### src/cti_defs.svh
// constants for the output port status and interrupt block
`ifndef CTI_DEFS_SVH
`define CTI_DEFS_SVH
`define CTI_NUM_TX 2
`define CTI_NUM_RX 4
`define CTI_ADDR_PORT_SEL 8'h32
`define CTI_ADDR_STATUS 8'h35
`define CTI_ADDR_IRQ_EN 8'h36
`define CTI_ADDR_IRQ_ST 8'h37
`define CTI_ADDR_SPARE_A 8'h38
`define CTI_ADDR_SPARE_B 8'h39
`define CTI_SEL_RESET 8'h01
`define CTI_SEL_RD_BIT 4
`define CTI_SEL_WR_LSB 0
`define CTI_STS_PORT_BIT 4
`define CTI_STS_SYNC_BIT 1
`define CTI_STS_PASS_BIT 0
`define CTI_IRQ_W 5
`define CTI_IRQ_RESET 5'h00
`define CTI_IRQ_RXPORT 4
`define CTI_IRQ_SYNCERR 3
`define CTI_IRQ_SYNCED 2
`define CTI_IRQ_PASSLOST 1
`define CTI_IRQ_PASSRISE 0
`define CTI_RC_MASK 5'h0f
`endif

### src/cti_pkg.sv
// types for the output port status and interrupt block
`include "cti_defs.svh"
package cti_pkg;
  typedef struct packed {
    logic wr;
    logic rd;
    logic [7:0] addr;
    logic [7:0] wdata;
  } cti_reg_req_t;

  typedef struct packed {
    logic sync_ok;
    logic sync_off;
    logic sync_err;
    logic async_mode;
    logic pass_mode;
    logic tx_error;
    logic [`CTI_NUM_RX-1:0] rx_en;
    logic [`CTI_NUM_RX-1:0] rx_valid;
    logic [`CTI_NUM_RX-1:0] fwd;
    logic [`CTI_NUM_RX-1:0] rx_irq;
    logic rx_isr_read;
  } cti_tx_in_t;

  typedef struct packed {
    logic pass;
    logic sync;
    logic [`CTI_NUM_RX-1:0] valid_q;
    logic [`CTI_IRQ_W-1:0] ie;
    logic [`CTI_IRQ_W-1:0] is;
  } cti_port_st_t;

  typedef struct packed {
    logic [7:0] sel;
    cti_port_st_t [`CTI_NUM_TX-1:0] port;
    logic [7:0] rdata;
    logic irq;
  } cti_state_t;
endpackage

### src/cti_status_irq.sv
// output port status, interrupt enable and interrupt status registers
// Behaviour
// - each output port has its own copy; port select register picks the copy.
// - status bit 4 reads the index of the port selected for reads.
// - status bit 1 is 1 while synchronized, 0 if unsynced or disabled.
// - status bit 0 shows valid data on any or all enabled ports.
// - asynchronous forwarding: pass means delivering; an error clears it.
// - synchronized forwarding: pass means data available, sync or not.
// - five enable bits, read-write, reset 0, bit 4 down to bit 0.
// - bit 4 flags forwarded input interrupt; clears on input status read.
// - bit 3 latches a sync error and clears when read.
// - bit 2 latches sync rising and clears when read.
// - bit 1 latches valid falling on a forwarded input, clears on read.
// - bit 0 latches pass rising and clears when read.
// - pass mode 0 any enabled port valid; mode 1 every enabled port.
`timescale 1ns/1ps
`include "cti_defs.svh"
module cti_status_irq #(
  parameter int NUM_TX = 2,
  parameter int NUM_RX = 4
) (
  input wire logic clk,
  input wire logic reset,
  input wire cti_pkg::cti_reg_req_t reg_req,
  input wire cti_pkg::cti_tx_in_t [`CTI_NUM_TX-1:0] tx_in,
  output logic [7:0] reg_rdata,
  output logic irq
);
  import cti_pkg::*;

  if (NUM_TX != `CTI_NUM_TX || NUM_RX != `CTI_NUM_RX) begin : g_bad_param
    $error("cti_status_irq: port counts must match the defined structure");
  end

  // ----------------------------------------
  // state and next state
  // ----------------------------------------
  cti_state_t s;
  cti_state_t next_s;
  logic [`CTI_NUM_TX-1:0] wr_sel;
  logic rd_sel;

  assign wr_sel = s.sel[`CTI_SEL_WR_LSB +: `CTI_NUM_TX];
  assign rd_sel = s.sel[`CTI_SEL_RD_BIT];

  always_comb begin
    logic [`CTI_NUM_RX-1:0] live;
    logic any_v;
    logic all_v;
    logic raw;
    logic [`CTI_IRQ_W-1:0] set;
    logic [`CTI_IRQ_W-1:0] clr;
    logic [`CTI_IRQ_W-1:0] pend;
    live = '0;
    any_v = 1'b0;
    all_v = 1'b0;
    raw = 1'b0;
    set = '0;
    clr = '0;
    pend = '0;
    next_s = s;
    // port select register
    if (reg_req.wr && reg_req.addr == `CTI_ADDR_PORT_SEL) begin
      next_s.sel = 8'h00;
      next_s.sel[`CTI_SEL_RD_BIT] = reg_req.wdata[`CTI_SEL_RD_BIT];
      next_s.sel[`CTI_SEL_WR_LSB +: `CTI_NUM_TX] = reg_req.wdata[`CTI_SEL_WR_LSB +: `CTI_NUM_TX];
    end
    for (int i = 0; i < `CTI_NUM_TX; i++) begin
      // pass evaluation
      live = tx_in[i].rx_en & tx_in[i].rx_valid;
      any_v = |live;
      all_v = (tx_in[i].rx_en != '0) && (live == tx_in[i].rx_en);
      raw = tx_in[i].pass_mode ? all_v : any_v;
      // async error drops pass, sync mode keeps it
      next_s.port[i].pass = raw & ~(tx_in[i].async_mode & tx_in[i].tx_error);
      next_s.port[i].sync = tx_in[i].sync_ok & ~tx_in[i].sync_off;
      next_s.port[i].valid_q = tx_in[i].rx_valid & tx_in[i].fwd;
      // events
      set = '0;
      set[`CTI_IRQ_RXPORT] = |(tx_in[i].rx_irq & tx_in[i].fwd);
      set[`CTI_IRQ_SYNCERR] = tx_in[i].sync_err;
      set[`CTI_IRQ_SYNCED] = ~s.port[i].sync & next_s.port[i].sync;
      set[`CTI_IRQ_PASSLOST] = |(s.port[i].valid_q & ~next_s.port[i].valid_q);
      set[`CTI_IRQ_PASSRISE] = ~s.port[i].pass & next_s.port[i].pass;
      clr = '0;
      if (reg_req.rd && reg_req.addr == `CTI_ADDR_IRQ_ST && rd_sel == i[0]) begin
        clr = `CTI_RC_MASK;
      end
      clr[`CTI_IRQ_RXPORT] = tx_in[i].rx_isr_read;
      next_s.port[i].is = (s.port[i].is & ~clr) | set; // set wins over clear
      // per-port enable copy
      if (reg_req.wr && reg_req.addr == `CTI_ADDR_IRQ_EN && wr_sel[i]) begin
        next_s.port[i].ie = reg_req.wdata[`CTI_IRQ_W-1:0];
      end
      pend = pend | (s.port[i].ie & s.port[i].is);
    end
    next_s.irq = |pend;
    // register reads, reserved bits zero
    if (reg_req.rd) begin
      next_s.rdata = 8'h00;
      unique case (reg_req.addr)
        `CTI_ADDR_PORT_SEL: next_s.rdata = s.sel;
        `CTI_ADDR_STATUS: begin
          next_s.rdata[`CTI_STS_PORT_BIT] = rd_sel;
          next_s.rdata[`CTI_STS_SYNC_BIT] = s.port[rd_sel].sync;
          next_s.rdata[`CTI_STS_PASS_BIT] = s.port[rd_sel].pass;
        end
        `CTI_ADDR_IRQ_EN: next_s.rdata[`CTI_IRQ_W-1:0] = s.port[rd_sel].ie;
        `CTI_ADDR_IRQ_ST: next_s.rdata[`CTI_IRQ_W-1:0] = s.port[rd_sel].is;
        default: next_s.rdata = 8'h00;
      endcase
    end
  end

  always_ff @(posedge clk) begin
    if (reset) begin
      s.sel <= `CTI_SEL_RESET;
      for (int i = 0; i < `CTI_NUM_TX; i++) begin
        s.port[i].pass <= 1'b0;
        s.port[i].sync <= 1'b0;
        s.port[i].valid_q <= '0;
        s.port[i].ie <= `CTI_IRQ_RESET;
        s.port[i].is <= `CTI_IRQ_RESET;
      end
      s.rdata <= 8'h00;
      s.irq <= 1'b0;
    end else begin
      s <= next_s;
    end
  end

  assign reg_rdata = s.rdata;
  assign irq = s.irq;
endmodule

### config.mk
export PLATFORM = sky130hd
export DESIGN_NAME = cti_status_irq
export DESIGN_NICKNAME = d
export VERILOG_FILES = /design/src/cti_pkg.sv /design/src/cti_status_irq.sv
export VERILOG_INCLUDE_DIRS = /design/src
export SDC_FILE = /design/constraint.sdc
export NUM_CORES = 1
export LEC_CHECK = 0
export ABC_AREA = 1
export BUFFER_PORTS_ARGS = -buffer_cell sky130_fd_sc_hd__buf_2
export CAP_MARGIN = 20
export CORE_MARGIN = 5
export CORE_UTILIZATION = 25
export DETAILED_ROUTE_END_ITERATION = 16
export PLACE_DENSITY_LB_ADDON = 0.12
export SETUP_SLACK_MARGIN = 0.2
export SYNTH_ARGS = -nofsm -noshare
export SYNTH_HDL_FRONTEND = slang
export SYNTH_SLANG_ARGS = --single-unit
### constraint.sdc
create_clock -name clk -period 2.4 [get_ports clk]
set_input_delay 0.36 -clock clk [delete_from_list [all_inputs] [get_ports clk]]
set_output_delay 0.36 -clock clk [all_outputs]
set_load 0.01 [all_outputs]
==> results of run 1 <==
where the power goes:
part | total [mW] | switching [mW] | internal (mW)
registers | 0.722 | 0.0168 | 0.705
logic | 0.156 | 0.0858 | 0.0705
clock network | 0.429 | 0.227 | 0.202
total | 1.31 | 0.330 | 0.977
synth_stat cells:
cell type / number
nand4_1: 3
inv_1: 32
nand3_2: 1
o21ai_1: 3
a21oi_1: 14
nor2_4: 5
a22o_1: 4
nand2_4: 1
buf_2: 2
nor3b_1: 1
nand3_1: 17
buf_4: 9
nor2_1: 29
clkbuf_1: 2
a211oi_1: 1
nor2_2: 1
a221oi_1: 3
nand2_1: 94
buf_6: 3
nand2_2: 6
inv_2: 2
dfxtp_1: 41
o21ai_0: 20
nor3_1: 12
conb_1: 1
o211ai_1: 4
worst register-to-register path, cell delays in order, from the launching register on:
cell and delay (ns):
dfxtp_1 0.30, buf_4 0.19, inv_2 0.21, nand2_1 0.08, nand2_1 0.08, nand3_1 0.08, nand2_1 0.09, inv_1 0.04
nand2_1 0.06, nand2_1 0.05, a21oi_1 0.11
routing by layer:
metal / GRT usage, % / vias to the layer above
li1: - / 1115
met1: 15.1 / 888
met2: 18.4 / 61
met3: 3.21 / 11
met4: 4.44 / 0
met5: 0 / -
logic make-up (layout without fill, tap and decap cells):
group | after synthesis | after routing | share of synthesized area, %
buffers and inverters | 50 | 111 | 11.7
AO/OA/AOI/OAI | 49 | 49 | 13.5
other | 1 | 3 | 0.178
flip-flops | 41 | 41 | 38.9
AND/OR/NAND/NOR | 170 | 170 | 35.8
registers in the layout, indices dropped and copies added, names as in the netlist:
signal / count
irq: 1
rd_sel: 1
reg_rdata: 5
s: 34
layout make-up:
cell class,count,area (um2)
clock inverter,2,10.0
timing repair buffer,69,348
tap,105,131
clock buffer,6,72.6
inverter,34,128
sequential,41,821
multi-input combinational,222,1050
fill,896,5660
worst paths after layout:
check,start,end
worst max-delay path,rd_sel,reg_rdata[4]
worst min-delay path,tx_in[21],s[23]
worst max register to register,rd_sel,reg_rdata[4]
worst min register to register,s[40],s[25]
==> results.py, run 1 <==
metrics = {
    "setup_path": {
        "cp_max_fo": 16,
        "crit_buf_inv": 3,
        "crit_required_ns": 2.62,
        "critPathKind": "flip-flop to flip-flop",
        "endpoint_kind": "flip-flop",
        "path_cells": "buf_4, inv_2, nand2_1, nand2_1, nand3_1, nand2_1, inv_1, nand2_1, nand2_1, a21oi_1",
        "crit_path_start_kind": "flip-flop",
        "cp_common_cell": "nand2_1",
        "crit_slowest_cell": "dfxtp_1",
        "cp_top_family": "simple AND/OR/NAND/NOR gates",
        "r2r_setup_slack_ns": 1.05,
        "cp.depth": 10,
        "crit_path_max_incr_delay_ns": 0.30,
        "reg2reg_depth": 10,
        "crit_arrival_ns": 1.57,
    },
    "sta": {
        "fin_hold_ws_ns": 0.250,
        "rsz0062_at_grt": "no",
        "period_needed_ns": 1.35,
        "slew_headroom_pct": 62.9,
        "tns_ns": 0,
        "hold_viol": 0,
        "fin_ws_ns": 1.05,
        "worst_pin_slew_ns": 0.556,
        "slew_violations": 0,
        "post-route-period-util_pct": 56.4,
        "max_freq_mhz": 738,
        "worst_clock_skew_ns": 0.00436,
        "report.final.setup_viol": 0,
    },
    "placement": {
        "dp.cells": 471,
        "preCtsSetupSlack_ns": 0.795,
        "placed_cell_area_um2": 2480,
        "dp_hpwl_um": 4670,
        "place_congestion": 0.764,
        "port_buffers": 68,
    },
    "synth": {
        "synth_top_area_share_pct": 38.9,
        "synth.cell_area_um2": 2110,
        "ys_ff_latch": 41,
        "yosysWarningCount": 0,
        "synthCells": 311,
        "yosysTopAreaCell": "dfxtp_1",
        "yosysSeqAreaShare_pct": 38.9,
        "netlist_top_cells_area": "dfxtp_1 (39%), nand2_1 (17%), inv_1 (5.7%)",
        "syn_area_per_cell_um2": 6.78,
        "yosysUniqueCellTypes": 26,
    },
    "hold_path": {
        "worstHoldPathCells": 2,
        "hp-class": "input pin to flip-flop",
    },
    "cts": {
        "cts_sinks": 41,
        "cts_tree": "built",
        "cts_inserted_buffers": 5,
        "postCtsHoldBufs": 0,
        "cts.repair.resized": 0,
        "cts-root-buf": "clkbuf_8",
        "clk_latency_ns": 0.29,
        "cts_buffer_depth": 2,
        "cts_max_level": 2,
        "postCtsSetupBuffers": 0,
        "clk_pin_slew_ns": 0.07,
    },
    "finish": {
        "layout_commonest_cell": "nand2_1",
        "final_core_util_pct": 31.2,
        "instances_no_fill": 479,
        "drive_gt1_share_pct": 24.6,
        "fin_nets": 439,
        "antenna_cells": 0,
        "final_cell_mix": "nand2_1 (94), buf_2 (68), dfxtp_1 (41), inv_1 (32), nor2_1 (29)",
        "syn_to_final_growth_pct": 21.4,
        "fin_area_um2": 2560,
    },
    "routing": {
        "top_layer": "met4",
        "first_pass_iters": 4,
        "vias": 2075,
        "drt_iter0_drc": 58,
        "met2WireLength_um": 2560,
        "wl_per_cell_um": 12.0,
        "vias_per_cell": 4.33,
        "route.met3.wl_um": 400,
        "drt-met1-wl_um": 2680,
        "postRouteAntennaNets": 0,
        "wirelength_um": 5760,
        "drc": 0,
    },
    "floorplan": {
        "core_area_um2": 8220,
        "die-area_um2": 10400,
        "start_util_pct": 25.7,
        "boundaryPins": 75,
        "die_h_um": 102,
        "rows": 33,
        "die_x_um": 102,
    },
    "grt": {
        "grt_pass1_wl_um": 9560,
        "antenna_found_initial": 0,
        "grt_pass1_vias": 2076,
        "grt_util_all_layers_pct": 11.6,
        "globalRouteOverflowTotal": 0,
        "grt_max_degree": 24,
    },
    "power": {
        "p_leak_nw": 1.32,
        "vdd_drop_max_mv": 0.249,
        "finalPower_mw": 1.31,
        "p_per_area_nw_per_um2": 511,
    },
    "run": {
        "cap_violations": 0,
    },
    "outcome": {
        "outcome": "completed",
    },
}
Note: power is estimated with default switching activity, not from simulation.
==> inputs of run 2 (changes only) <==
==> constraint.sdc (replaced) <==
create_clock -name clk -period 1.3 [get_ports clk]
set_input_delay 0.195 -clock clk [delete_from_list [all_inputs] [get_ports clk]]
set_output_delay 0.195 -clock clk [all_outputs]
set_load 0.01 [all_outputs]
==> run 2 against run 1 <==
Net effect:
- wire length down 1.3%
- die area stayed put
- sequential share of layout area down 1.6 points
- power up 86%
- non-clock buffer count is 11 higher
- critical endpoint unchanged
==> results.py, run 2 (synthesis gave the netlist of run 1 again) <==
metrics = {
    "sta": {
        "period_needed_ns": 1.13,
        "rsz0062_at_grt": "yes",
        "fin_hold_ws_ns": 0.0978,
        "report.final.setup_viol": 0,
        "fin_ws_ns": 0.174,
        "tns_ns": 0,
        "slew_violations": 0,
        "worst_clock_skew_ns": 0.00951,
        "hold_viol": 0,
        "post-route-period-util_pct": 86.6,
        "max_freq_mhz": 888,
    },
    "setup_path": {
        "cp_max_fo": 7,
        "critPathKind": "flip-flop to flip-flop",
        "crit_required_ns": 1.52,
        "crit_arrival_ns": 1.35,
        "crit_path_start_kind": "flip-flop",
        "endpoint_kind": "flip-flop",
    },
    "finish": {
        "fin_nets": 450,
        "fin_area_um2": 2710,
        "antenna_cells": 0,
        "instances_no_fill": 490,
        "final_core_util_pct": 32.9,
        "final_cell_mix": "nand2_1 (87), buf_2 (68), dfxtp_1 (40), inv_1 (31), nor2_1 (29)",
        "top_register": "s",
        "fill_cells": 955,
        "largest_reg_flops": 34,
        "layout_commonest_cell": "nand2_1",
        "drive_gt1_share_pct": 30.9,
        "syn_to_final_growth_pct": 28.3,
    },
    "placement": {
        "port_buffers": 68,
        "preCtsSetupSlack_ns": 0.0365,
        "dp_hpwl_um": 4680,
        "dp.cells": 481,
        "placed_cell_area_um2": 2550,
        "place_congestion": 0.780,
    },
    "power": {
        "p_per_area_nw_per_um2": 898,
        "p_leak_nw": 1.38,
        "vdd_drop_max_mv": 0.292,
        "finalPower_mw": 2.43,
    },
    "grt": {
        "grt_max_degree": 20,
        "grt_util_all_layers_pct": 11.4,
        "grt_pass1_vias": 2037,
        "globalRouteOverflowTotal": 0,
        "antenna_found_initial": 0,
        "grt_pass1_wl_um": 9340,
    },
    "cts": {
        "clk_pin_slew_ns": 0.08,
        "cts_buffer_depth": 2,
        "cts_inserted_buffers": 5,
        "cts-root-buf": "clkbuf_8",
        "postCtsHoldBufs": 0,
        "cts_sinks": 41,
        "clk_latency_ns": 0.29,
        "cts_max_level": 2,
        "cts_tree": "built",
    },
    "routing": {
        "postRouteAntennaNets": 0,
        "first_pass_iters": 4,
        "drc": 0,
        "wl_per_cell_um": 11.6,
        "vias": 2092,
        "wirelength_um": 5690,
        "drt_iter0_drc": 78,
        "vias_per_cell": 4.27,
    },
    "floorplan": {
        "die-area_um2": 10400,
        "die_x_um": 102,
        "rows": 33,
        "die_h_um": 102,
        "boundaryPins": 75,
        "core_area_um2": 8220,
        "start_util_pct": 25.7,
    },
    "outcome": {
        "outcome": "completed",
    },
    "hold_path": {
        "hp-class": "input pin to flip-flop",
    },
    "run": {
        "cap_violations": 0,
    },
}
run 2: repair_timing:
action | in CTS | in global routing
pin swaps | 0 | 11
gates cloned | 0 | 0
gates resized for setup | 5 | 17
setup buffers | 1 | 0
hold endpoints to repair | 0 | 0
setup endpoints to repair | 5 | 5
run 2: worst max-delay path: stages, from the launching register on:
cell and delay [ns]:
dfxtp_4 0.40, buf_6 0.14, nand2_2 0.05, nand2_2 0.07, nand3_2 0.06, nand2_2 0.07
inv_2 0.03, nand2_2 0.06, nand2_2 0.05, a21oi_1 0.12
run 2: cell type report:
type                    instances  area [um2]  area share (%)
clock buffers                   6        72.6            2.68
flip-flops and latches         41         825            30.5
repair buffers                 80         434            16.0
clock inverters                 2        10.0           0.370
inverters                      34         135            4.99
well taps                     105         131            4.85
multi-input cells             222        1100            40.6
run 2: path summary, 6_finish.rpt:
kind / start / endpoint / slack [ns] / depth (start not counted)
setup reg to reg: rd_sel / reg_rdata[4] / 0.17 / 9
hold / removal: tx_in[21] / s[23] / 0.1 / 2
hold reg to reg: s[24] / s[9] / 0.45 / 1
setup / recovery: rd_sel / reg_rdata[4] / 0.17 / 9
run 2: metal layers:
metal	track usage (%)	vias to the layer above	wire (um)
li1	-	1140	-
met1	15.4	892	2710
met2	18.2	53	2550
met3	2.73	7	344
met4	3.63	0	79
met5	0	-	0
run 2: where the power goes:
part | total [mW] | leakage, nW | internal, mW | switching, mW
clock | 0.791 | 0.0450 | 0.372 | 0.418
combinational | 0.307 | 1.00 | 0.144 | 0.163
sequential | 1.33 | 0.336 | 1.30 | 0.0337
total | 2.43 | 1.38 | 1.82 | 0.616
==> inputs of run 3 (changes only) <==
--- a/config.mk
+++ b/config.mk
@@ -12,7 +12,9 @@
 export CORE_MARGIN = 5
 export CORE_UTILIZATION = 25
 export DETAILED_ROUTE_END_ITERATION = 16
-export PLACE_DENSITY_LB_ADDON = 0.12
+export GPL_TIMING_DRIVEN = 0
+export HOLD_SLACK_MARGIN = 0.12
+export PLACE_DENSITY = 0.43
 export SETUP_SLACK_MARGIN = 0.2
 export SYNTH_ARGS = -nofsm -noshare
 export SYNTH_HDL_FRONTEND = slang
==> run 3 against run 2 <==
Net effect:
- wire length grew 9.1%
- sequential share of layout area shrank 2.2 points
- first-iteration DRC count shrank 3.8%
- global-route usage grew 0.74 points
- flip-flop and latch count is the same
- clock skew shrank 0.00084 ns
- hold slack gained 0.048 ns
- critical path depth is the same
- core utilization grew 2.6 points
- cell count grew 2.7%
- combinational power grew 6%
- highest routed layer unchanged
- largest power group unchanged
- critical path type unchanged
- maximum frequency shrank 4.1%
==> results.py, run 3 (synthesis gave the netlist of run 1 again) <==
metrics = {
    "outcome": {
        "outcome": "completed",
    },
    "finish": {
        "syn_to_final_growth_pct": 38.3,
        "fin_nets": 463,
        "drive_gt1_share_pct": 36.9,
        "top_register": "s",
        "fin_area_um2": 2920,
        "layout_commonest_cell": "nand2_1",
        "largest_reg_flops": 34,
        "antenna_cells": 0,
        "final_cell_mix": "nand2_1 (78), buf_2 (70), dfxtp_1 (38), inv_1 (30), nor2_1 (29)",
    },
    "floorplan": {
        "start_util_pct": 25.7,
        "boundaryPins": 75,
        "die_x_um": 102,
        "rows": 33,
        "die-area_um2": 10400,
        "core_area_um2": 8220,
        "die_h_um": 102,
    },
    "sta": {
        "max_freq_mhz": 852,
        "rsz0062_at_grt": "yes",
        "report.final.setup_viol": 0,
        "fin_ws_ns": 0.126,
        "period_needed_ns": 1.17,
        "tns_ns": 0,
        "slew_violations": 0,
        "worst_clock_skew_ns": 0.00867,
        "hold_viol": 0,
        "post-route-period-util_pct": 90.3,
    },
    "setup_path": {
        "reg2reg_depth": 9,
        "endpoint_kind": "flip-flop",
        "cp_max_fo": 5,
        "r2r-start": "rd_sel",
        "r2r_setup_slack_ns": 0.13,
        "crit_arrival_ns": 1.33,
        "crit_required_ns": 1.46,
        "crit_path_start_kind": "flip-flop",
        "r2r_end": "reg_rdata[1]",
        "critPathKind": "flip-flop to flip-flop",
    },
    "grt": {
        "grt_pass1_vias": 2082,
        "antenna_found_initial": 0,
        "grt_pass1_wl_um": 9960,
        "grt_max_degree": 13,
        "globalRouteOverflowTotal": 0,
        "grt_util_all_layers_pct": 12.2,
    },
    "cts": {
        "cts_tree": "built",
        "cts-root-buf": "clkbuf_8",
        "cts_max_level": 2,
        "cts_inserted_buffers": 5,
        "clk_latency_ns": 0.29,
        "cts_buffer_depth": 2,
        "clk_pin_slew_ns": 0.08,
        "cts_sinks": 41,
    },
    "placement": {
        "dp_hpwl_um": 4920,
        "placed_cell_area_um2": 2590,
        "place_congestion": 0.755,
        "preCtsSetupSlack_ns": -0.0412,
        "port_buffers": 68,
    },
    "routing": {
        "vias": 2141,
        "drt_iter0_drc": 75,
        "first_pass_iters": 4,
        "postRouteAntennaNets": 0,
        "drc": 0,
        "wirelength_um": 6200,
        "wl_per_cell_um": 12.3,
        "vias_per_cell": 4.26,
    },
    "hold_path": {
        "hp-start": "tx_in[4]",
        "worstHoldPathCells": 3,
        "min_to": "s[13]",
        "hp-class": "input pin to flip-flop",
    },
    "power": {
        "vdd_drop_max_mv": 0.385,
        "p_leak_nw": 1.46,
        "p_per_area_nw_per_um2": 937,
        "finalPower_mw": 2.73,
    },
    "run": {
        "cap_violations": 0,
    },
}
## run 3: metal layers
layer	wire length, um	global-route usage [%]
met1	2960	16.3
met2	2810	19.8
met3	369	2.80
met4	61	3.03
met5	0	0
## run 3: critical path: stages, from the launching register on
cell and delay (ns):
dfxtp_2 0.33, buf_6 0.12, inv_6 0.04, buf_8 0.13, nand2_2 0.05, nand2_2 0.06
nand3_2 0.07, nand2_2 0.06, o21ai_2 0.12, a21oi_1 0.07
## run 3: timing repair
action / 4_1_cts / 5_1_grt
gates resized for setup: 5 / 42
cloned: 1 / 0
hold endpoints to repair: 3 / 0
pin swaps: 7 / 17
setup endpoints to repair: 6 / 22
setup buffers: 3 / 2
hold buffers: 3 / 0
## run 3: worst max path at each step
stage / endpoint / slack (ns) / from / depth (start not counted)
2_1_floorplan: reg_rdata[1] / 0.21 / rd_sel / 9
3_3_place_gp: s[31] / -0.05 / reset / 5
3_5_place_dp: s[17] / -0.04 / reset / 5
4_1_cts: reg_rdata[0] / 0.11 / rd_sel / 9
5_1_grt: reg_rdata[1] / 0.04 / rd_sel / 9
6_report: reg_rdata[1] / 0.13 / rd_sel / 9
## run 3: per-stage QoR
step | utilization, % | hold slack (ns) | cells
2_1_floorplan | - | 0.282 | 313
3_3_place_gp | 31.5 | 0.389 | 486
3_5_place_dp | 31.5 | 0.392 | 486
4_1_cts | 33.8 | 0.139 | 501
5_1_grt | 35.5 | 0.154 | 503
6_report | 35.5 | 0.146 | 503
## run 3: where the power goes
part / switching (mW) / leakage [nW] / total [mW] / internal, mW
combinational: 0.173 / 1.06 / 0.326 / 0.153
clock: 0.441 / 0.0585 / 1.07 / 0.626
sequential: 0.0382 / 0.336 / 1.34 / 1.30
total: 0.652 / 1.46 / 2.73 / 2.08
## run 3: layout make-up
class / instances / area [um2]
sequential: 41 / 825
buffer: 16 / 130
clock buffer: 7 / 86.3
clock inverter: 1 / 30.0
inverter: 34 / 133
fill: 904 / 5300
multi-input combinational: 222 / 1170
tap: 105 / 131
timing repair buffer: 77 / 413
